[src/fic_pkg.sv]
// package of the fast interrupt controller status and control block:
// register offsets, field positions, unlock keys and the nesting states.
// assumes a 32-bit apb slave port with byte addresses in a 4 KiB window.
package fic_pkg;

	// ==========================================================
	// sizes
	localparam int unsigned NIRQ = 24;
	localparam int unsigned IRQ_BASE = 12;
	localparam int unsigned LOW_CNT = 20;
	localparam int unsigned HIGH_CNT = 4;
	localparam int unsigned IDX_W = 5;
	localparam int unsigned PRIO_W = 8;
	localparam int unsigned ID_W = 8;
	localparam int unsigned NCHAN = 4;
	localparam int unsigned ADDR_W = 12;

	// ==========================================================
	// register byte offsets
	localparam logic [11:0] OFS_EN_STATE_LO = 12'h000;
	localparam logic [11:0] OFS_EN_STATE_HI = 12'h004;
	localparam logic [11:0] OFS_PEND_STATE_LO = 12'h020;
	localparam logic [11:0] OFS_PEND_STATE_HI = 12'h024;
	localparam logic [11:0] OFS_THRESHOLD = 12'h040;
	localparam logic [11:0] OFS_KEYED_CFG = 12'h048;
	localparam logic [11:0] OFS_GLOBAL = 12'h04c;
	localparam logic [11:0] OFS_FAST_IDS = 12'h050;
	localparam logic [11:0] OFS_FAST_FAST_CHAN0_HANDLER_ADDR = 12'h060;
	localparam logic [11:0] OFS_FAST_ADDR1 = 12'h064;
	localparam logic [11:0] OFS_FAST_ADDR2 = 12'h068;
	localparam logic [11:0] OFS_FAST_ADDR3 = 12'h06c;
	localparam logic [11:0] OFS_EN_SET_LO = 12'h100;
	localparam logic [11:0] OFS_EN_SET_HI = 12'h104;
	localparam logic [11:0] OFS_EN_CLR_LO = 12'h180;
	localparam logic [11:0] OFS_EN_CLR_HI = 12'h184;
	localparam logic [11:0] OFS_PEND_SET_LO = 12'h200;
	localparam logic [11:0] OFS_PEND_SET_HI = 12'h204;
	localparam logic [11:0] OFS_PEND_CLR_LO = 12'h280;
	localparam logic [11:0] OFS_PEND_CLR_HI = 12'h284;
	localparam logic [11:0] OFS_ACT_STATE_LO = 12'h300;
	localparam logic [11:0] OFS_ACT_STATE_HI = 12'h304;

	// ==========================================================
	// fields and keys
	localparam int unsigned KEY_LSB = 16;
	localparam int unsigned SYSRST_BIT = 7;
	localparam int unsigned GST_PEND_BIT = 9;
	localparam int unsigned GST_ACT_BIT = 8;
	localparam int unsigned FAST_ON_BIT = 0;
	localparam logic [7:0] THR_MASK = 8'hf0;
	localparam logic [15:0] KEY_A = 16'hfa05;
	localparam logic [15:0] KEY_B = 16'hbcaf;
	localparam logic [15:0] KEY_RESET = 16'hbeef;
	localparam logic [31:0] RST_WORD = 32'h0000_0000;

	// nesting state doubles as the nesting field value
	typedef enum logic [1:0] {
		FIC_NEST_IDLE = 2'b00,
		FIC_NEST_L1 = 2'b01,
		FIC_NEST_L2 = 2'b11
	} fic_nest_e;

endpackage : fic_pkg

[src/fic_status_ctrl.sv]
// status and control part of a vectored interrupt controller: enable,
// pending and active state of interrupts 12 to 35, threshold, keyed reset,
// global state, nesting and four fast channels, reached over apb.
// assumes request sources and the core run on pclk; priorities come from
// the priority array outside this block.
//
// Decided for this implementation: register access over APB and the register addresses.
`timescale 1ns/1ps
`default_nettype none

module fic_status_ctrl (
	// clock and reset
	input wire logic pclk,
	input wire logic presetn,
	// apb slave
	input wire logic [fic_pkg::ADDR_W-1:0] paddr,
	input wire logic psel,
	input wire logic penable,
	input wire logic pwrite,
	input wire logic [31:0] pwdata,
	output logic [31:0] prdata,
	output logic pready,
	output logic pslverr,
	// interrupt sources and priorities
	input wire logic [fic_pkg::NIRQ-1:0] irq_src,
	input wire logic [fic_pkg::NIRQ*fic_pkg::PRIO_W-1:0] irq_prio,
	// core side
	output logic irq_offer,
	output logic [fic_pkg::ID_W-1:0] irq_offer_num,
	output logic irq_fast,
	output logic [31:0] irq_fast_addr,
	input wire logic core_take,
	input wire logic core_return,
	// state towards the rest of the controller
	output logic [fic_pkg::NIRQ-1:0] irq_enabled_state,
	output logic [fic_pkg::NIRQ-1:0] irq_pending_state,
	output logic [fic_pkg::NIRQ-1:0] irq_active_state,
	output logic any_pending_flag,
	output logic any_active_flag,
	output logic [1:0] nesting_level,
	output logic system_reset_request
);

	// ==========================================================
	// helpers
	function automatic logic [fic_pkg::NIRQ-1:0] from_low(input logic [31:0] w);
		logic [fic_pkg::NIRQ-1:0] r;
		r = '0;
		r[fic_pkg::LOW_CNT-1:0] = w[31:fic_pkg::IRQ_BASE];
		return r;
	endfunction : from_low

	function automatic logic [fic_pkg::NIRQ-1:0] from_high(input logic [31:0] w);
		logic [fic_pkg::NIRQ-1:0] r;
		r = '0;
		r[fic_pkg::NIRQ-1:fic_pkg::LOW_CNT] = w[fic_pkg::HIGH_CNT-1:0];
		return r;
	endfunction : from_high

	// low bits stay zero: fixed exceptions have no control here
	function automatic logic [31:0] to_low(input logic [fic_pkg::NIRQ-1:0] v);
		return {v[fic_pkg::LOW_CNT-1:0], {fic_pkg::IRQ_BASE{1'b0}}};
	endfunction : to_low

	function automatic logic [31:0] to_high(input logic [fic_pkg::NIRQ-1:0] v);
		return {{(32 - fic_pkg::HIGH_CNT){1'b0}}, v[fic_pkg::NIRQ-1:fic_pkg::LOW_CNT]};
	endfunction : to_high

	function automatic logic [fic_pkg::PRIO_W-1:0] prio_of(input logic [fic_pkg::NIRQ*fic_pkg::PRIO_W-1:0] p,
			input int unsigned i);
		return p[i*fic_pkg::PRIO_W +: fic_pkg::PRIO_W];
	endfunction : prio_of

	// ==========================================================
	// state
	logic [fic_pkg::NIRQ-1:0] en;
	logic [fic_pkg::NIRQ-1:0] pend;
	logic [fic_pkg::NIRQ-1:0] act;
	logic [7:0] thr;
	logic [fic_pkg::ID_W-1:0] chan_num [fic_pkg::NCHAN];
	logic [30:0] chan_addr [fic_pkg::NCHAN];
	logic [fic_pkg::NCHAN-1:0] chan_on;
	logic sys_rst;
	logic [31:0] rdata;
	logic rerr;
	fic_pkg::fic_nest_e nest;
	logic [fic_pkg::IDX_W-1:0] top_idx;
	logic [fic_pkg::IDX_W-1:0] under_idx;
	logic [fic_pkg::PRIO_W-1:0] top_prio;
	logic [fic_pkg::PRIO_W-1:0] under_prio;
	logic offer;
	logic [fic_pkg::IDX_W-1:0] offer_idx;
	logic [fic_pkg::PRIO_W-1:0] offer_prio;
	logic fast;
	logic [31:0] fast_addr;

	logic [fic_pkg::NIRQ-1:0] next_en;
	logic [fic_pkg::NIRQ-1:0] next_pend;
	logic [fic_pkg::NIRQ-1:0] next_act;
	logic [7:0] next_thr;
	logic [fic_pkg::ID_W-1:0] next_chan_num [fic_pkg::NCHAN];
	logic [30:0] next_chan_addr [fic_pkg::NCHAN];
	logic [fic_pkg::NCHAN-1:0] next_chan_on;
	logic next_sys_rst;
	logic [31:0] next_rdata;
	logic next_rerr;
	fic_pkg::fic_nest_e next_nest;
	logic [fic_pkg::IDX_W-1:0] next_top_idx;
	logic [fic_pkg::IDX_W-1:0] next_under_idx;
	logic [fic_pkg::PRIO_W-1:0] next_top_prio;
	logic [fic_pkg::PRIO_W-1:0] next_under_prio;
	logic next_offer;
	logic [fic_pkg::IDX_W-1:0] next_offer_idx;
	logic [fic_pkg::PRIO_W-1:0] next_offer_prio;
	logic next_fast;
	logic [31:0] next_fast_addr;

	logic wr;
	logic rd_setup;
	logic [fic_pkg::NIRQ-1:0] ready_vec;
	logic cand_hit;
	logic [fic_pkg::IDX_W-1:0] cand_idx;
	logic [fic_pkg::PRIO_W-1:0] cand_prio;
	logic [fic_pkg::ID_W-1:0] cand_num;
	logic take;

	// ==========================================================
	// apb handshake: zero wait, data prepared in the setup cycle
	assign pready = 1'b1;
	assign pslverr = psel & penable & rerr;
	assign prdata = rdata;
	assign wr = psel & penable & pwrite & ~rerr;
	assign rd_setup = psel & ~penable;

	// ==========================================================
	// register read, decode and write effects
	always_comb begin
		next_rdata = rdata;
		next_rerr = rerr;
		next_en = en;
		next_thr = thr;
		next_chan_num = chan_num;
		next_chan_addr = chan_addr;
		next_chan_on = chan_on;
		next_sys_rst = 1'b0;
		if (rd_setup) begin
			next_rdata = fic_pkg::RST_WORD;
			next_rerr = 1'b0;
			case (paddr)
				fic_pkg::OFS_EN_STATE_LO: next_rdata = to_low(en);
				fic_pkg::OFS_EN_STATE_HI: next_rdata = to_high(en);
				fic_pkg::OFS_PEND_STATE_LO: next_rdata = to_low(pend);
				fic_pkg::OFS_PEND_STATE_HI: next_rdata = to_high(pend);
				fic_pkg::OFS_ACT_STATE_LO: next_rdata = to_low(act);
				fic_pkg::OFS_ACT_STATE_HI: next_rdata = to_high(act);
				fic_pkg::OFS_THRESHOLD: next_rdata = {24'h00_0000, thr};
				fic_pkg::OFS_KEYED_CFG: next_rdata = fic_pkg::RST_WORD;
				fic_pkg::OFS_GLOBAL: begin
					next_rdata = fic_pkg::RST_WORD;
					next_rdata[fic_pkg::GST_PEND_BIT] = |pend;
					next_rdata[fic_pkg::GST_ACT_BIT] = |act;
					next_rdata[1:0] = nest;
				end
				fic_pkg::OFS_FAST_IDS: next_rdata = {chan_num[3], chan_num[2], chan_num[1], chan_num[0]};
				fic_pkg::OFS_FAST_FAST_CHAN0_HANDLER_ADDR: next_rdata = {chan_addr[0], chan_on[0]};
				fic_pkg::OFS_FAST_ADDR1: next_rdata = {chan_addr[1], chan_on[1]};
				fic_pkg::OFS_FAST_ADDR2: next_rdata = {chan_addr[2], chan_on[2]};
				fic_pkg::OFS_FAST_ADDR3: next_rdata = {chan_addr[3], chan_on[3]};
				// write-only set and clear registers read as zero
				fic_pkg::OFS_EN_SET_LO, fic_pkg::OFS_EN_SET_HI,
				fic_pkg::OFS_EN_CLR_LO, fic_pkg::OFS_EN_CLR_HI,
				fic_pkg::OFS_PEND_SET_LO, fic_pkg::OFS_PEND_SET_HI,
				fic_pkg::OFS_PEND_CLR_LO, fic_pkg::OFS_PEND_CLR_HI: next_rdata = fic_pkg::RST_WORD;
				default: next_rerr = 1'b1;
			endcase
		end
		if (wr) begin
			case (paddr)
				fic_pkg::OFS_EN_SET_LO: next_en = en | from_low(pwdata);
				fic_pkg::OFS_EN_SET_HI: next_en = en | from_high(pwdata);
				fic_pkg::OFS_EN_CLR_LO: next_en = en & ~from_low(pwdata);
				fic_pkg::OFS_EN_CLR_HI: next_en = en & ~from_high(pwdata);
				fic_pkg::OFS_THRESHOLD: next_thr = pwdata[7:0] & fic_pkg::THR_MASK;
				fic_pkg::OFS_KEYED_CFG: begin
					// the reset bit acts only together with its own key
					if (pwdata[31:fic_pkg::KEY_LSB] == fic_pkg::KEY_RESET && pwdata[fic_pkg::SYSRST_BIT]) begin
						next_sys_rst = 1'b1;
					end
				end
				fic_pkg::OFS_FAST_IDS: begin
					next_chan_num[0] = pwdata[7:0];
					next_chan_num[1] = pwdata[15:8];
					next_chan_num[2] = pwdata[23:16];
					next_chan_num[3] = pwdata[31:24];
				end
				fic_pkg::OFS_FAST_FAST_CHAN0_HANDLER_ADDR, fic_pkg::OFS_FAST_ADDR1,
				fic_pkg::OFS_FAST_ADDR2, fic_pkg::OFS_FAST_ADDR3: begin
					next_chan_addr[paddr[3:2]] = pwdata[31:1];
					next_chan_on[paddr[3:2]] = pwdata[fic_pkg::FAST_ON_BIT];
				end
				default: begin
				end
			endcase
		end
	end

	always_ff @(posedge pclk or negedge presetn) begin
		if (!presetn) begin
			rdata <= '0;
			rerr <= 1'b0;
			en <= '0;
			thr <= '0;
			chan_num <= '{default: '0};
			chan_addr <= '{default: '0};
			chan_on <= '0;
			sys_rst <= 1'b0;
		end else begin
			rdata <= next_rdata;
			rerr <= next_rerr;
			en <= next_en;
			thr <= next_thr;
			chan_num <= next_chan_num;
			chan_addr <= next_chan_addr;
			chan_on <= next_chan_on;
			sys_rst <= next_sys_rst;
		end
	end

	// ==========================================================
	// arbitration: lowest priority value wins, ties to the lower number
	always_comb begin
		ready_vec = '0;
		cand_hit = 1'b0;
		cand_idx = '0;
		cand_prio = '1;
		for (int unsigned i = 0; i < fic_pkg::NIRQ; i++) begin
			// threshold zero leaves everything eligible
			ready_vec[i] = pend[i] & en[i] & ~act[i] &
				((thr == 8'h00) || (prio_of(irq_prio, i) >= thr));
			if (ready_vec[i] && (!cand_hit || prio_of(irq_prio, i) < cand_prio)) begin
				cand_hit = 1'b1;
				cand_idx = fic_pkg::IDX_W'(i);
				cand_prio = prio_of(irq_prio, i);
			end
		end
		cand_num = fic_pkg::ID_W'(cand_idx) + fic_pkg::ID_W'(fic_pkg::IRQ_BASE);
	end

	// ==========================================================
	// offer to the core, registered; fast channel lookup rides along
	always_comb begin
		next_offer = 1'b0;
		next_offer_idx = cand_idx;
		next_offer_prio = cand_prio;
		next_fast = 1'b0;
		next_fast_addr = '0;
		// at most two levels; a second level needs strictly higher urgency
		case (nest)
			fic_pkg::FIC_NEST_IDLE: next_offer = cand_hit;
			fic_pkg::FIC_NEST_L1: next_offer = cand_hit && (cand_prio < top_prio);
			default: next_offer = 1'b0;
		endcase
		// the cycle after a take the old offer is stale, so drop it once
		if (take || core_return) begin
			next_offer = 1'b0;
		end
		for (int unsigned c = 0; c < fic_pkg::NCHAN; c++) begin
			if (next_offer && chan_on[c] && chan_num[c] == cand_num && !next_fast) begin
				next_fast = 1'b1;
				next_fast_addr = {chan_addr[c], 1'b0};
			end
		end
	end

	always_ff @(posedge pclk or negedge presetn) begin
		if (!presetn) begin
			offer <= 1'b0;
			offer_idx <= '0;
			offer_prio <= '0;
			fast <= 1'b0;
			fast_addr <= '0;
		end else begin
			offer <= next_offer;
			offer_idx <= next_offer_idx;
			offer_prio <= next_offer_prio;
			fast <= next_fast;
			fast_addr <= next_fast_addr;
		end
	end

	// ==========================================================
	// pending, active and nesting
	// a return in the same cycle as a take wins; the take is ignored
	assign take = core_take & offer & ~core_return;

	always_comb begin
		next_pend = pend;
		next_act = act;
		next_nest = nest;
		next_top_idx = top_idx;
		next_under_idx = under_idx;
		next_top_prio = top_prio;
		next_under_prio = under_prio;
		if (wr && paddr == fic_pkg::OFS_PEND_CLR_LO) begin
			next_pend = next_pend & ~from_low(pwdata);
		end
		if (wr && paddr == fic_pkg::OFS_PEND_CLR_HI) begin
			next_pend = next_pend & ~from_high(pwdata);
		end
		if (take) begin
			next_pend[offer_idx] = 1'b0;
			next_act[offer_idx] = 1'b1;
		end
		if (wr && paddr == fic_pkg::OFS_PEND_SET_LO) begin
			next_pend = next_pend | from_low(pwdata);
		end
		if (wr && paddr == fic_pkg::OFS_PEND_SET_HI) begin
			next_pend = next_pend | from_high(pwdata);
		end
		// a source request beats any clear in the same cycle
		next_pend = next_pend | irq_src;
		case (nest)
			fic_pkg::FIC_NEST_IDLE: begin
				if (take) begin
					next_nest = fic_pkg::FIC_NEST_L1;
					next_top_idx = offer_idx;
					next_top_prio = offer_prio;
				end
			end
			fic_pkg::FIC_NEST_L1: begin
				if (core_return) begin
					next_act[top_idx] = 1'b0;
					next_nest = fic_pkg::FIC_NEST_IDLE;
				end else if (take) begin
					next_nest = fic_pkg::FIC_NEST_L2;
					next_under_idx = top_idx;
					next_under_prio = top_prio;
					next_top_idx = offer_idx;
					next_top_prio = offer_prio;
				end
			end
			fic_pkg::FIC_NEST_L2: begin
				if (core_return) begin
					next_act[top_idx] = 1'b0;
					next_nest = fic_pkg::FIC_NEST_L1;
					next_top_idx = under_idx;
					next_top_prio = under_prio;
				end
			end
			default: next_nest = fic_pkg::FIC_NEST_IDLE;
		endcase
	end

	always_ff @(posedge pclk or negedge presetn) begin
		if (!presetn) begin
			pend <= '0;
			act <= '0;
			nest <= fic_pkg::FIC_NEST_IDLE;
			top_idx <= '0;
			under_idx <= '0;
			top_prio <= '0;
			under_prio <= '0;
		end else begin
			pend <= next_pend;
			act <= next_act;
			nest <= next_nest;
			top_idx <= next_top_idx;
			under_idx <= next_under_idx;
			top_prio <= next_top_prio;
			under_prio <= next_under_prio;
		end
	end

	// ==========================================================
	// outputs
	assign irq_offer = offer;
	assign irq_offer_num = fic_pkg::ID_W'(offer_idx) + fic_pkg::ID_W'(fic_pkg::IRQ_BASE);
	assign irq_fast = fast;
	assign irq_fast_addr = fast_addr;
	assign irq_enabled_state = en;
	assign irq_pending_state = pend;
	assign irq_active_state = act;
	assign any_pending_flag = |pend;
	assign any_active_flag = |act;
	assign nesting_level = nest;
	assign system_reset_request = sys_rst;

endmodule : fic_status_ctrl

`default_nettype wire

[config.mk]
export PLATFORM = sky130hd
export DESIGN_NAME = fic_status_ctrl
export DESIGN_NICKNAME = d
export VERILOG_FILES = /design/src/fic_pkg.sv /design/src/fic_status_ctrl.sv
export SDC_FILE = /design/constraint.sdc
export NUM_CORES = 1
export LEC_CHECK = 0
export BUFFER_PORTS_ARGS = -buffer_cell sky130_fd_sc_hd__buf_2
export CELL_PAD_IN_SITES_DETAIL_PLACEMENT = 1
export CELL_PAD_IN_SITES_GLOBAL_PLACEMENT = 2
export CORE_MARGIN = 2
export CORE_UTILIZATION = 30
export CTS_BUF_LIST = sky130_fd_sc_hd__clkbuf_16
export DETAILED_ROUTE_END_ITERATION = 10
export PLACE_DENSITY_LB_ADDON = 0.1
export SYNTH_ARGS = -nofsm -noshare
export SYNTH_HDL_FRONTEND = slang
export SYNTH_SLANG_ARGS = --single-unit
[constraint.sdc]
create_clock -name pclk -period 54 [get_ports pclk]
set_input_delay 10.8 -clock pclk [delete_from_list [all_inputs] [get_ports pclk]]
set_output_delay 10.8 -clock pclk [all_outputs]
set_load 0.02 [all_outputs]
Yosys cells after proc, flatten, opt, wreduce, memory -nomap -nowiden --
Index checks and enable logic that the tools add are counted.
Word-level totals: input port bits 267, output and inout bits 153, logic and storage cells 492, register bits 345
Operators by class: equality and inequality tests 32, $lt $le $gt $ge 56, $add $sub $neg 2, mux-type cells 118, reduce and logical (&&, ||, !) cells 135, bitwise logic cells 123
Operator list (number):
- one-hot mux 32 bit (13 select lines) | 1
- 2-to-1 mux 8 bit | 27
- >= comparator 8 bit | 24
- less-than comparator 8 bit | 24
- 2-to-1 mux 24 bit | 8
- bitwise AND 24 bit | 6
- 2-to-1 mux 32 bit | 4
- 2-to-1 mux 5 bit | 25
- bitwise mux 124 bit | 1
- == test 12 x 7 -> 1 bit, second input constant | 8
- OR 24 bit | 4
- one-hot mux 24 bit (4 select lines) | 1
- bitwise AND 1 bit | 79
- == test 12 x 10 -> 1 bit, second input constant | 6
- NOT 24 bit | 3
- demux 31 bit (select 2 bit) | 1
- == test 12 x 9 -> 1 bit, second input constant | 4
- logical OR 1 bit | 48
- OR 24 x 20 -> 24 bit | 2
- OR reduction 24 bit | 2
- logical AND 1 bit | 44
- 2-to-1 mux 1 bit | 37
- == test 8 x 6 -> 1 bit | 4
- 2-to-1 mux 31 bit | 1
- 36 further kinds | 102

Logic depth before layout (Yosys ltp) --
Gate-level depths: netlist of the first run.
depth after elaboration 112, gate-level depth with buffers 304, depth with buffers taken out 279

Worst setup path after synthesis of the first run --
No wires, ideal clock.
kind input port to flip-flop, from input port irq_prio[4] (netlist bit), to register fast_addr[10] (netlist: irq_fast_addr[10]), stages 273, path buffers 28, slack -4.552 ns, data required time 53.873 ns, library setup time 0.127 ns, arrival 58.425 ns, path through inv_1 ha_1 nor4b_1 nand4_1 a31o_1 buf_2 nor2_1 ha_1 a211oi_1 o21ai_0 a211oi_1 a21oi_1 clkbuf_1 a21oi_1 inv_1 ha_1 a21o_1 a21o_1 [237 not listed] a21oi_1 a21oi_1 a21o_1 nand3_1 a21oi_1 a31o_1 buf_2 and2_1 buf_2 ha_1 xor2_1 nand3_1 or4_1 nor3_2 nor2_1 clkbuf_1 a22oi_1 a21oi_1
Between the ends: longest elaborated chain between the ends 112, elaborated cells between the ends (all ways) 196, those cells by class add/sub (1); order compare (25); eq/ne (4); mux (80); bitwise (1); reduce/logical (85)
RTL lines:
- start, declared | line fic_status_ctrl.sv:26 | input wire logic [fic_pkg::NIRQ*fic_pkg::PRIO_W-1:0] irq_prio,
- >= comparator 8 bit | line fic_status_ctrl.sv:239 | ((thr == 8'h00) || (prio_of(irq_prio, i) >= thr));
- logical OR 1 bit | line fic_status_ctrl.sv:239
- bitwise AND 1 bit | line fic_status_ctrl.sv:238 | ready_vec[i] = pend[i] & en[i] & ~act[i] &
- 2-to-1 mux 8 bit / 2-to-1 mux 1 bit (equally long branches) | line fic_status_ctrl.sv:240 | if (ready_vec[i] && (!cand_hit || prio_of(irq_prio, i) < cand_prio)) begin
- less-than comparator 8 bit / logical NOT 1 bit (equally long branches) | line fic_status_ctrl.sv:240
- logical OR 1 bit | line fic_status_ctrl.sv:240
- logical AND 1 bit | line fic_status_ctrl.sv:240
- 2-to-1 mux 8 bit / 2-to-1 mux 1 bit (equally long branches) | line fic_status_ctrl.sv:240
- [97 not listed]
- 2-to-1 mux 1 bit | line fic_status_ctrl.sv:268 | if (next_offer && chan_on[c] && chan_num[c] == cand_num && !next_fast) begin
- logical NOT 1 bit | line fic_status_ctrl.sv:268
- logical AND 1 bit | line fic_status_ctrl.sv:268
- 2-to-1 mux 1 bit | line fic_status_ctrl.sv:268
- logical NOT 1 bit | line fic_status_ctrl.sv:268
- logical AND 1 bit | line fic_status_ctrl.sv:268
- 2-to-1 mux 32 bit * | line fic_status_ctrl.sv:268
- named net next_fast_addr[10] | line fic_status_ctrl.sv:116 | logic [31:0] next_fast_addr;
- end signal, assigned | line fic_status_ctrl.sv:287 | fast_addr <= next_fast_addr;
- end, declared | line fic_status_ctrl.sv:95 | logic [31:0] fast_addr;
The timed path passes the listed nets; every way through them passes the cells marked *. A chain may end at the register's enable or synchronous reset.

Worst setup path after layout of the first run --
from input port irq_prio[7] (netlist bit), to register fast_addr[9] (netlist: irq_fast_addr[9])
Between the ends: longest elaborated chain between the ends 112, elaborated cells between the ends (all ways) 196, those cells by class add/sub (1); order compare (25); eq/ne (4); mux (80); bitwise (1); reduce/logical (85)
RTL lines:
- >= comparator 8 bit | line fic_status_ctrl.sv:239
- logical OR 1 bit | line fic_status_ctrl.sv:239
- bitwise AND 1 bit | line fic_status_ctrl.sv:238
- 2-to-1 mux 8 bit / 2-to-1 mux 1 bit (equally long branches) | line fic_status_ctrl.sv:240
- less-than comparator 8 bit / logical NOT 1 bit (equally long branches) | line fic_status_ctrl.sv:240
- logical OR 1 bit | line fic_status_ctrl.sv:240
- logical AND 1 bit | line fic_status_ctrl.sv:240
- 2-to-1 mux 8 bit / 2-to-1 mux 1 bit (equally long branches) | line fic_status_ctrl.sv:240
- [88 not listed]
- named net cand_prio, one bit | line fic_status_ctrl.sv:123 | logic [fic_pkg::PRIO_W-1:0] cand_prio;
- [4 not listed]
- named net next_offer | line fic_status_ctrl.sv:112 | logic next_offer;
- [5 not listed]
- 2-to-1 mux 1 bit | line fic_status_ctrl.sv:268
- logical NOT 1 bit | line fic_status_ctrl.sv:268
- logical AND 1 bit | line fic_status_ctrl.sv:268
- 2-to-1 mux 1 bit | line fic_status_ctrl.sv:268
- logical NOT 1 bit | line fic_status_ctrl.sv:268
- logical AND 1 bit | line fic_status_ctrl.sv:268
- 2-to-1 mux 32 bit * | line fic_status_ctrl.sv:268
- named net next_fast_addr[9] | line fic_status_ctrl.sv:116
Marks and branches as above.

==> results of run 1 <==
placed cells by master (no fill, tap or decap), drive strengths merged, types with 18 or more instances in the layout:
cell and count:
mux2i 62, and2 20, a222oi 24, a311o 27
nor2 316, nand4 18, a21oi 259, nor3 36
o211ai 23, a22o 26, dfrtp 344, buf 897
ha 226, o21ai 222, a211oi 37, inv 228
mux2 193, xnor2 20, nand2b 25, a21o 72
nand3 53, clkbuf 46, a22oi 58, o21a 19
a31oi 69, nor2b 45, or2 21, and3 20
nand2 257, nor4 37, a221oi 42
power groups by stage:
| stage | Sequential, mW | Combinational [mW] | Clock (mW) |
|---|---|---|---|
| 2_1_floorplan | 0.273 | 0.0455 | 0 |
| 3_5_place_dp | 0.274 | 0.0923 | 0 |
| 6_report | 0.270 | 0.104 | 0.265 |
| 3_3_place_gp | 0.274 | 0.0889 | 0 |
| 4_1_cts | 0.269 | 0.0942 | 0.270 |
| 5_1_grt | 0.270 | 0.114 | 0.280 |
final timing paths:
kind / cells past startpoint / endpoint / slack, ns
worst max-delay path: 262 / irq_fast_addr[9]$_DFF_PN0_ / 0.24
worst min-delay path: 1 / prdata[31]$_DFFE_PN0P_ / 0.47
worst max register to register: 263 / irq_fast_addr[9]$_DFF_PN0_ / 9.27
worst min register to register: 1 / prdata[31]$_DFFE_PN0P_ / 0.47
max in group asynchronous: 2 / prdata[0]$_DFFE_PN0P_ / 42.06
min in group asynchronous: 1 / chan_addr[24]$_DFFE_PN0P_ / 10.31
registers in the layout (all words and copies together), names as in the netlist, 5 cells and up:
register           flops
offer_idx              5
prdata                32
top_idx                5
chan_addr            124
chan_num              32
offer_prio             8
under_prio             8
top_prio               8
irq_enabled_state     24
under_idx              5
irq_pending_state     24
irq_active_state      24
irq_fast_addr         31
per-stage QoR:
stage / cell area, um^2 / setup WS [ns] / utilization [%]
3_3_place_gp: 33400 / -0.835 / 36.9
3_5_place_dp: 33400 / -2.61 / 36.9
6_report: 38600 / 0.245 / 42.7
5_1_grt: 38600 / -2.09 / 42.7
4_1_cts: 36000 / 0.00255 / 39.8
2_1_floorplan: 28300 / 0.00604 / -
what timing repair did:
| item | CTS | global route |
|---|---|---|
| setup buffers | 90 | 93 |
| endpoints found under the setup margin | 40 | 46 |
| cloned | 10 | 4 |
| gates resized for setup | 146 | 380 |
| pin swaps | 74 | 216 |
routing by layer:
metal | track usage (%) | share of wire [%] | vias to the layer above
met3 | 3.50 | 4.7 | 229
li1 | - | - | 13300
met2 | 47.7 | 48 | 828
met4 | 9.03 | 3.4 | 10
met1 | 36.9 | 44 | 15000
met5 | 0 | 0.042 | -
cell families after synthesis:
logic type                 count (synthesis)  synth area share (%)
xor gates and xnor gates                  38                  1.47
muxes                                    255                  10.2
buffers and inverters                    385                  5.55
adders and majority gates                234                  10.6
other                                      2                0.0273
DFF                                      344                  31.3
AOI/OAI and AO/OA                       1006                  24.9
and+or+nand+nor                          916                  15.9
final cells by class:
class,instances,area (um^2)
clock inverters,30,195
clock buffers,42,1050
multi-input cells,2459,20200
flip-flops and latches,344,8610
fillers,10400,51800
repair buffers,901,6270
diodes,10,25.0
inverters,220,841
well taps,1176,1470
==> impl_metrics.env, run 1 <==
export IMPL_run_status="finished clean"
export IMPL_critPathKind="in -> reg"
export IMPL_cts_max_level=2
export IMPL_worst_clock_skew_ns=0.0244
export IMPL_maxCapViolCount=0
export IMPL_first_iter_violations=1755
export IMPL_dieArea_um2=94000
export IMPL_port_buffers=415
export IMPL_yosys_warnings=0
export IMPL_yosysMostFrequentCell="dfrtp_1"
export IMPL_grt_pass1_vias=30800
export IMPL_hold_class="reg -> reg"
export IMPL_finalSetupViolations=0
export IMPL_wl_um=138000
export IMPL_track_usage_pct=28.0
export IMPL_synth_area_leaders="dfrtp_1 (31%), ha_1 (10%), mux2_2 (7.8%), a21oi_1 (4.7%), nor2_1 (4.3%)"
export IMPL_ys_async_sr_fraction_pct=100
export IMPL_fp_row_count=110
export IMPL_synth_enable_flop_cells=0
export IMPL_slowest_stage="or4_4"
export IMPL_die_width_um=307
export IMPL_antenna_found_initial=23
export IMPL_cts_num_sinks=344
export IMPL_finalCritPeriodShare_pct=99.5
export IMPL_finalCriticalPeriod_ns=53.76
export IMPL_holdBufCountCts=0
export IMPL_intPower_mw=0.450
export IMPL_crit_fanout=8
export IMPL_syn_inst=3180
export IMPL_clk_pin_slew_ns=0.06
export IMPL_fp_dieH_um=307
export IMPL_slew_headroom_pct=12.5
export IMPL_netSwitchingFraction_pct=29.5
export IMPL_firstDrtPassIters=6
export IMPL_hold_ws_ns=0.468
export IMPL_power_leakage_nw=18.6
export IMPL_cpLargestDelayFamily="compound AO/OA/AOI/OAI gates"
export IMPL_dp_cells=4905
export IMPL_cp_arrival_ns=54.23
export IMPL_crit_buf_inv=42
export IMPL_slew_violations=0
export IMPL_drcViolationCount=0
export IMPL_cts_buffer_depth=3
export IMPL_rsz0062_at_grt="true"
export IMPL_crit_path_end_kind="register"
export IMPL_ys_ff_latch=344
export IMPL_drive_gt1_share_pct=41.4
export IMPL_dr_total_vias=29400
export IMPL_grt_pass1_wl_um=200000
export IMPL_synthFlopType="dfrtp_1"
export IMPL_worst_slew_pin_slew_ns=1.31
export IMPL_pwr_share_clk_pct=41.5
export IMPL_required_ns=54.48
export IMPL_setup_tns_ns=0
export IMPL_yosysTopAreaCell="dfrtp_1"
export IMPL_vdd_ir_drop_worst_v=0.0000171
export IMPL_syn_to_final_growth_pct=40.6
export IMPL_gr_total_overflow=0
export IMPL_synth_seq_area_share_pct=31.3
export IMPL_holdCritStartpoint="prdata[31]$_DFFE_PN0P_"
export IMPL_power_mw=0.638
export IMPL_gp_congestion=0.896
export IMPL_crit_path_frequent_cell="buf_4"
export IMPL_cp_slowest_stage_delay_ns=0.57
export IMPL_num_io_pins=420
export IMPL_cp_startpoint="irq_prio[7]"
export IMPL_r2r_start="thr[4]$_DFFE_PN0P_"
export IMPL_grt_start_max_net_pins=153
export IMPL_start_util_pct=30.4
export IMPL_dpl_hpwl_um=102000
export IMPL_wl_per_cell_um=26.7
export IMPL_pwr_share_seq_pct=42.3
export IMPL_clock_latency_ns=0.58
export IMPL_instances_no_fill=5182
export IMPL_switching_power_mw=0.188
export IMPL_ant_nets=0
export IMPL_fmax_mhz=18.6
export IMPL_synth_top_area_share_pct=31.3
export IMPL_cts_tree="done"
export IMPL_cp_start_kind="input pin"
export IMPL_cts_inserted_buffers=40
export IMPL_cts_root_buf="clkbuf_16"
export IMPL_vias_per_cell=5.67
export IMPL_yosysUniqueCellTypes=119
export IMPL_synthTopCellsByCount="dfrtp_1 (344), nor2_1 (314), nand2_1 (257)"
export IMPL_final_hold_viol_count=0
export IMPL_syn_area_um2=27500
export IMPL_final_nets=4459
export IMPL_avgSynthCellArea_um2=8.64
export IMPL_power_density_nw_per_um2=16.5
export IMPL_core_um2=90400
export IMPL_pwr_share_comb_pct=16.2
(Power assumes the default switching activity.)
==> run 2, diff against run 1 <==
==> constraint.sdc (replaced) <==
create_clock -name pclk -period 69.6 [get_ports pclk]
set_input_delay 13.92 -clock pclk [delete_from_list [all_inputs] [get_ports pclk]]
set_output_delay 13.92 -clock pclk [all_outputs]
set_load 0.02 [all_outputs]
==> run 2 against run 1 <==
Against the previous run:
- worst hold slack lost 0.0030 ns
- critical path depth is 2 lower
- clock-buffer cell count decreased by 1
- clock power shrank 25%
- non-clock buffer count fell by 431
- wire length fell by 6.9%
- first-iteration DRC count rose by 12%
- cell area shrank 17%
- sequential share of layout area rose by 4.4 points
- sequential power shrank 22%
- critical endpoint is now irq_fast_addr[17]$_DFF_PN0_
- largest cell class unchanged
- highest routed layer unchanged
==> impl_metrics.env, run 2 (synthesis gave the netlist of run 1 again) <==
export IMPL_finalCritPeriodShare_pct=93.7
export IMPL_dp_cells=4648
export IMPL_hold_ws_ns=0.465
export IMPL_crit_buf_inv=27
export IMPL_finalCriticalPeriod_ns=65.25
export IMPL_syn_to_final_growth_pct=17.3
export IMPL_grtUsageMet1_pct=35.4
export IMPL_drcViolationCount=0
export IMPL_gr_total_overflow=0
export IMPL_placed_area_um2=30700
export IMPL_largest_reg_flops=124
export IMPL_cpLargestDelayFamily="compound AO/OA/AOI/OAI gates"
export IMPL_cts_max_level=2
export IMPL_mostFrequentLayoutCell="buf_2"
export IMPL_clk_pin_slew_ns=0.06
export IMPL_core_um2=90400
export IMPL_ant_nets=0
export IMPL_gp_congestion=0.908
export IMPL_ff_latch_area_um2=8610
export IMPL_final_hold_viol_count=0
export IMPL_wl_um=129000
export IMPL_die_width_um=307
export IMPL_crit_path_end_kind="register"
export IMPL_cts_num_sinks=344
export IMPL_grt_pass1_wl_um=190000
export IMPL_final_area_um2=32200
export IMPL_cts_root_buf="clkbuf_16"
export IMPL_crit_fanout=21
export IMPL_worst_clock_skew_ns=0.0237
export IMPL_grt_start_max_net_pins=79
export IMPL_cp_slowest_stage_delay_ns=0.67
export IMPL_dr_total_vias=27100
export IMPL_fin_util_pct=35.7
export IMPL_final_nets=4023
export IMPL_cp_start_kind="input pin"
export IMPL_track_usage_pct=26.8
export IMPL_hold_class="reg -> reg"
export IMPL_slew_violations=0
export IMPL_grt_pass1_vias=28700
export IMPL_port_buffers=415
export IMPL_required_ns=70.04
export IMPL_worst_slew_pin_slew_ns=1.19
export IMPL_cp_arrival_ns=65.69
export IMPL_cts_tree="done"
export IMPL_fp_dieH_um=307
export IMPL_power_leakage_nw=16.1
export IMPL_antenna_found_initial=22
export IMPL_multi_input_area_um2=17600
export IMPL_cts_buffer_depth=3
export IMPL_busiest_layer="met2"
export IMPL_instances_no_fill=4742
export IMPL_fmax_mhz=15.3
export IMPL_first_iter_violations=1957
export IMPL_final_cell_mix="buf_2 (414), dfrtp_1 (344), nor2_1 (302)"
export IMPL_power_density_nw_per_um2=14.9
export IMPL_fp_row_count=110
export IMPL_cts_inserted_buffers=41
export IMPL_firstDrtPassIters=8
export IMPL_maxCapViolCount=0
export IMPL_start_util_pct=30.4
export IMPL_num_io_pins=420
export IMPL_vdd_ir_drop_worst_v=0.0000139
export IMPL_wl_per_cell_um=27.1
export IMPL_regMostFlops="chan_addr"
export IMPL_holdBufCountCts=0
export IMPL_dpl_hpwl_um=99200
export IMPL_slowest_stage="nor3_4"
export IMPL_clock_latency_ns=0.57
export IMPL_slew_headroom_pct=20.3
export IMPL_grt_use_met2_pct=45.4
export IMPL_dieArea_um2=94000
export IMPL_drive_gt1_share_pct=23.2
export IMPL_crit_path_frequent_cell="nand2_1"
export IMPL_setup_tns_ns=0
export IMPL_vias_per_cell=5.71
export IMPL_run_status="finished clean"
export IMPL_n_fill_cell=10800
export IMPL_critPathKind="in -> reg"
export IMPL_finalSetupViolations=0
export IMPL_gr_usage_met3_pct=4.06
run 2: cell types whose count changed in the layout (fill, tap and decap cells not counted), moves of 44 or more:
| cell | delta |
|---|---|
| buf_4 | -363 |
| buf_6 | -44 |
| a21oi_2 | -61 |
| ha_1 | +63 |
| o21ai_0 | +54 |
| ha_4 | -57 |
| a21oi_1 | +70 |
run 2: worst paths after layout:
path | start | endpoint | slack [ns] | cells after the start
max reg2reg | thr[4]$_DFFE_PN0P_ | irq_fast_addr[17]$_DFF_PN0_ | 16.79 | 261
min | prdata[16]$_DFFE_PN0P_ | prdata[16]$_DFFE_PN0P_ | 0.47 | 1
max in group asynchronous | presetn | offer_prio[0]$_DFF_PN0_ | 53.86 | 3
min in group asynchronous | presetn | chan_addr[13]$_DFFE_PN0P_ | 13.35 | 1
max | irq_prio[7] | irq_fast_addr[17]$_DFF_PN0_ | 4.35 | 260
min reg2reg | prdata[16]$_DFFE_PN0P_ | prdata[16]$_DFFE_PN0P_ | 0.47 | 1
run 2: layer usage:
metal  routed length, um  share of wire (%)
met5                  92              0.072
met4                3500                2.7
met3                6510                5.1
met2               61100                 47
met1               57500                 45
run 2: where the power goes:
part           total, mW  switching (mW)  leakage, nW  internal, mW
sequential         0.210         0.00645         4.57         0.204
combinational     0.0696          0.0461         10.9        0.0235
clock              0.200          0.0896        0.618         0.110
total              0.480           0.142         16.1         0.338
run 2: through the flow:
| step | worst slack (ns) | power [mW] |
|---|---|---|
| after floorplan | 7.93 | 0.246 |
| after global placement | 0.940 | 0.281 |
| after detailed placement | -0.819 | 0.283 |
| after CTS | 0.142 | 0.484 |
| after global routing | -0.109 | 0.501 |
| final | 4.35 | 0.480 |
run 2: cell type report:
cell class	instances	share of cell area (%)
flip-flops and latches	344	26.7
diodes	8	0.0621
clock inverters	30	0.512
multi-input cells	2453	54.6
repair buffers	470	7.78
well taps	1176	4.56
clock buffers	41	3.18
inverters	220	2.56
run 2: timing repair:
action,CTS,global route
setup buffers,0,15
pin swaps,0,5
setup endpoints to repair,31,46
gates resized for setup,3,52
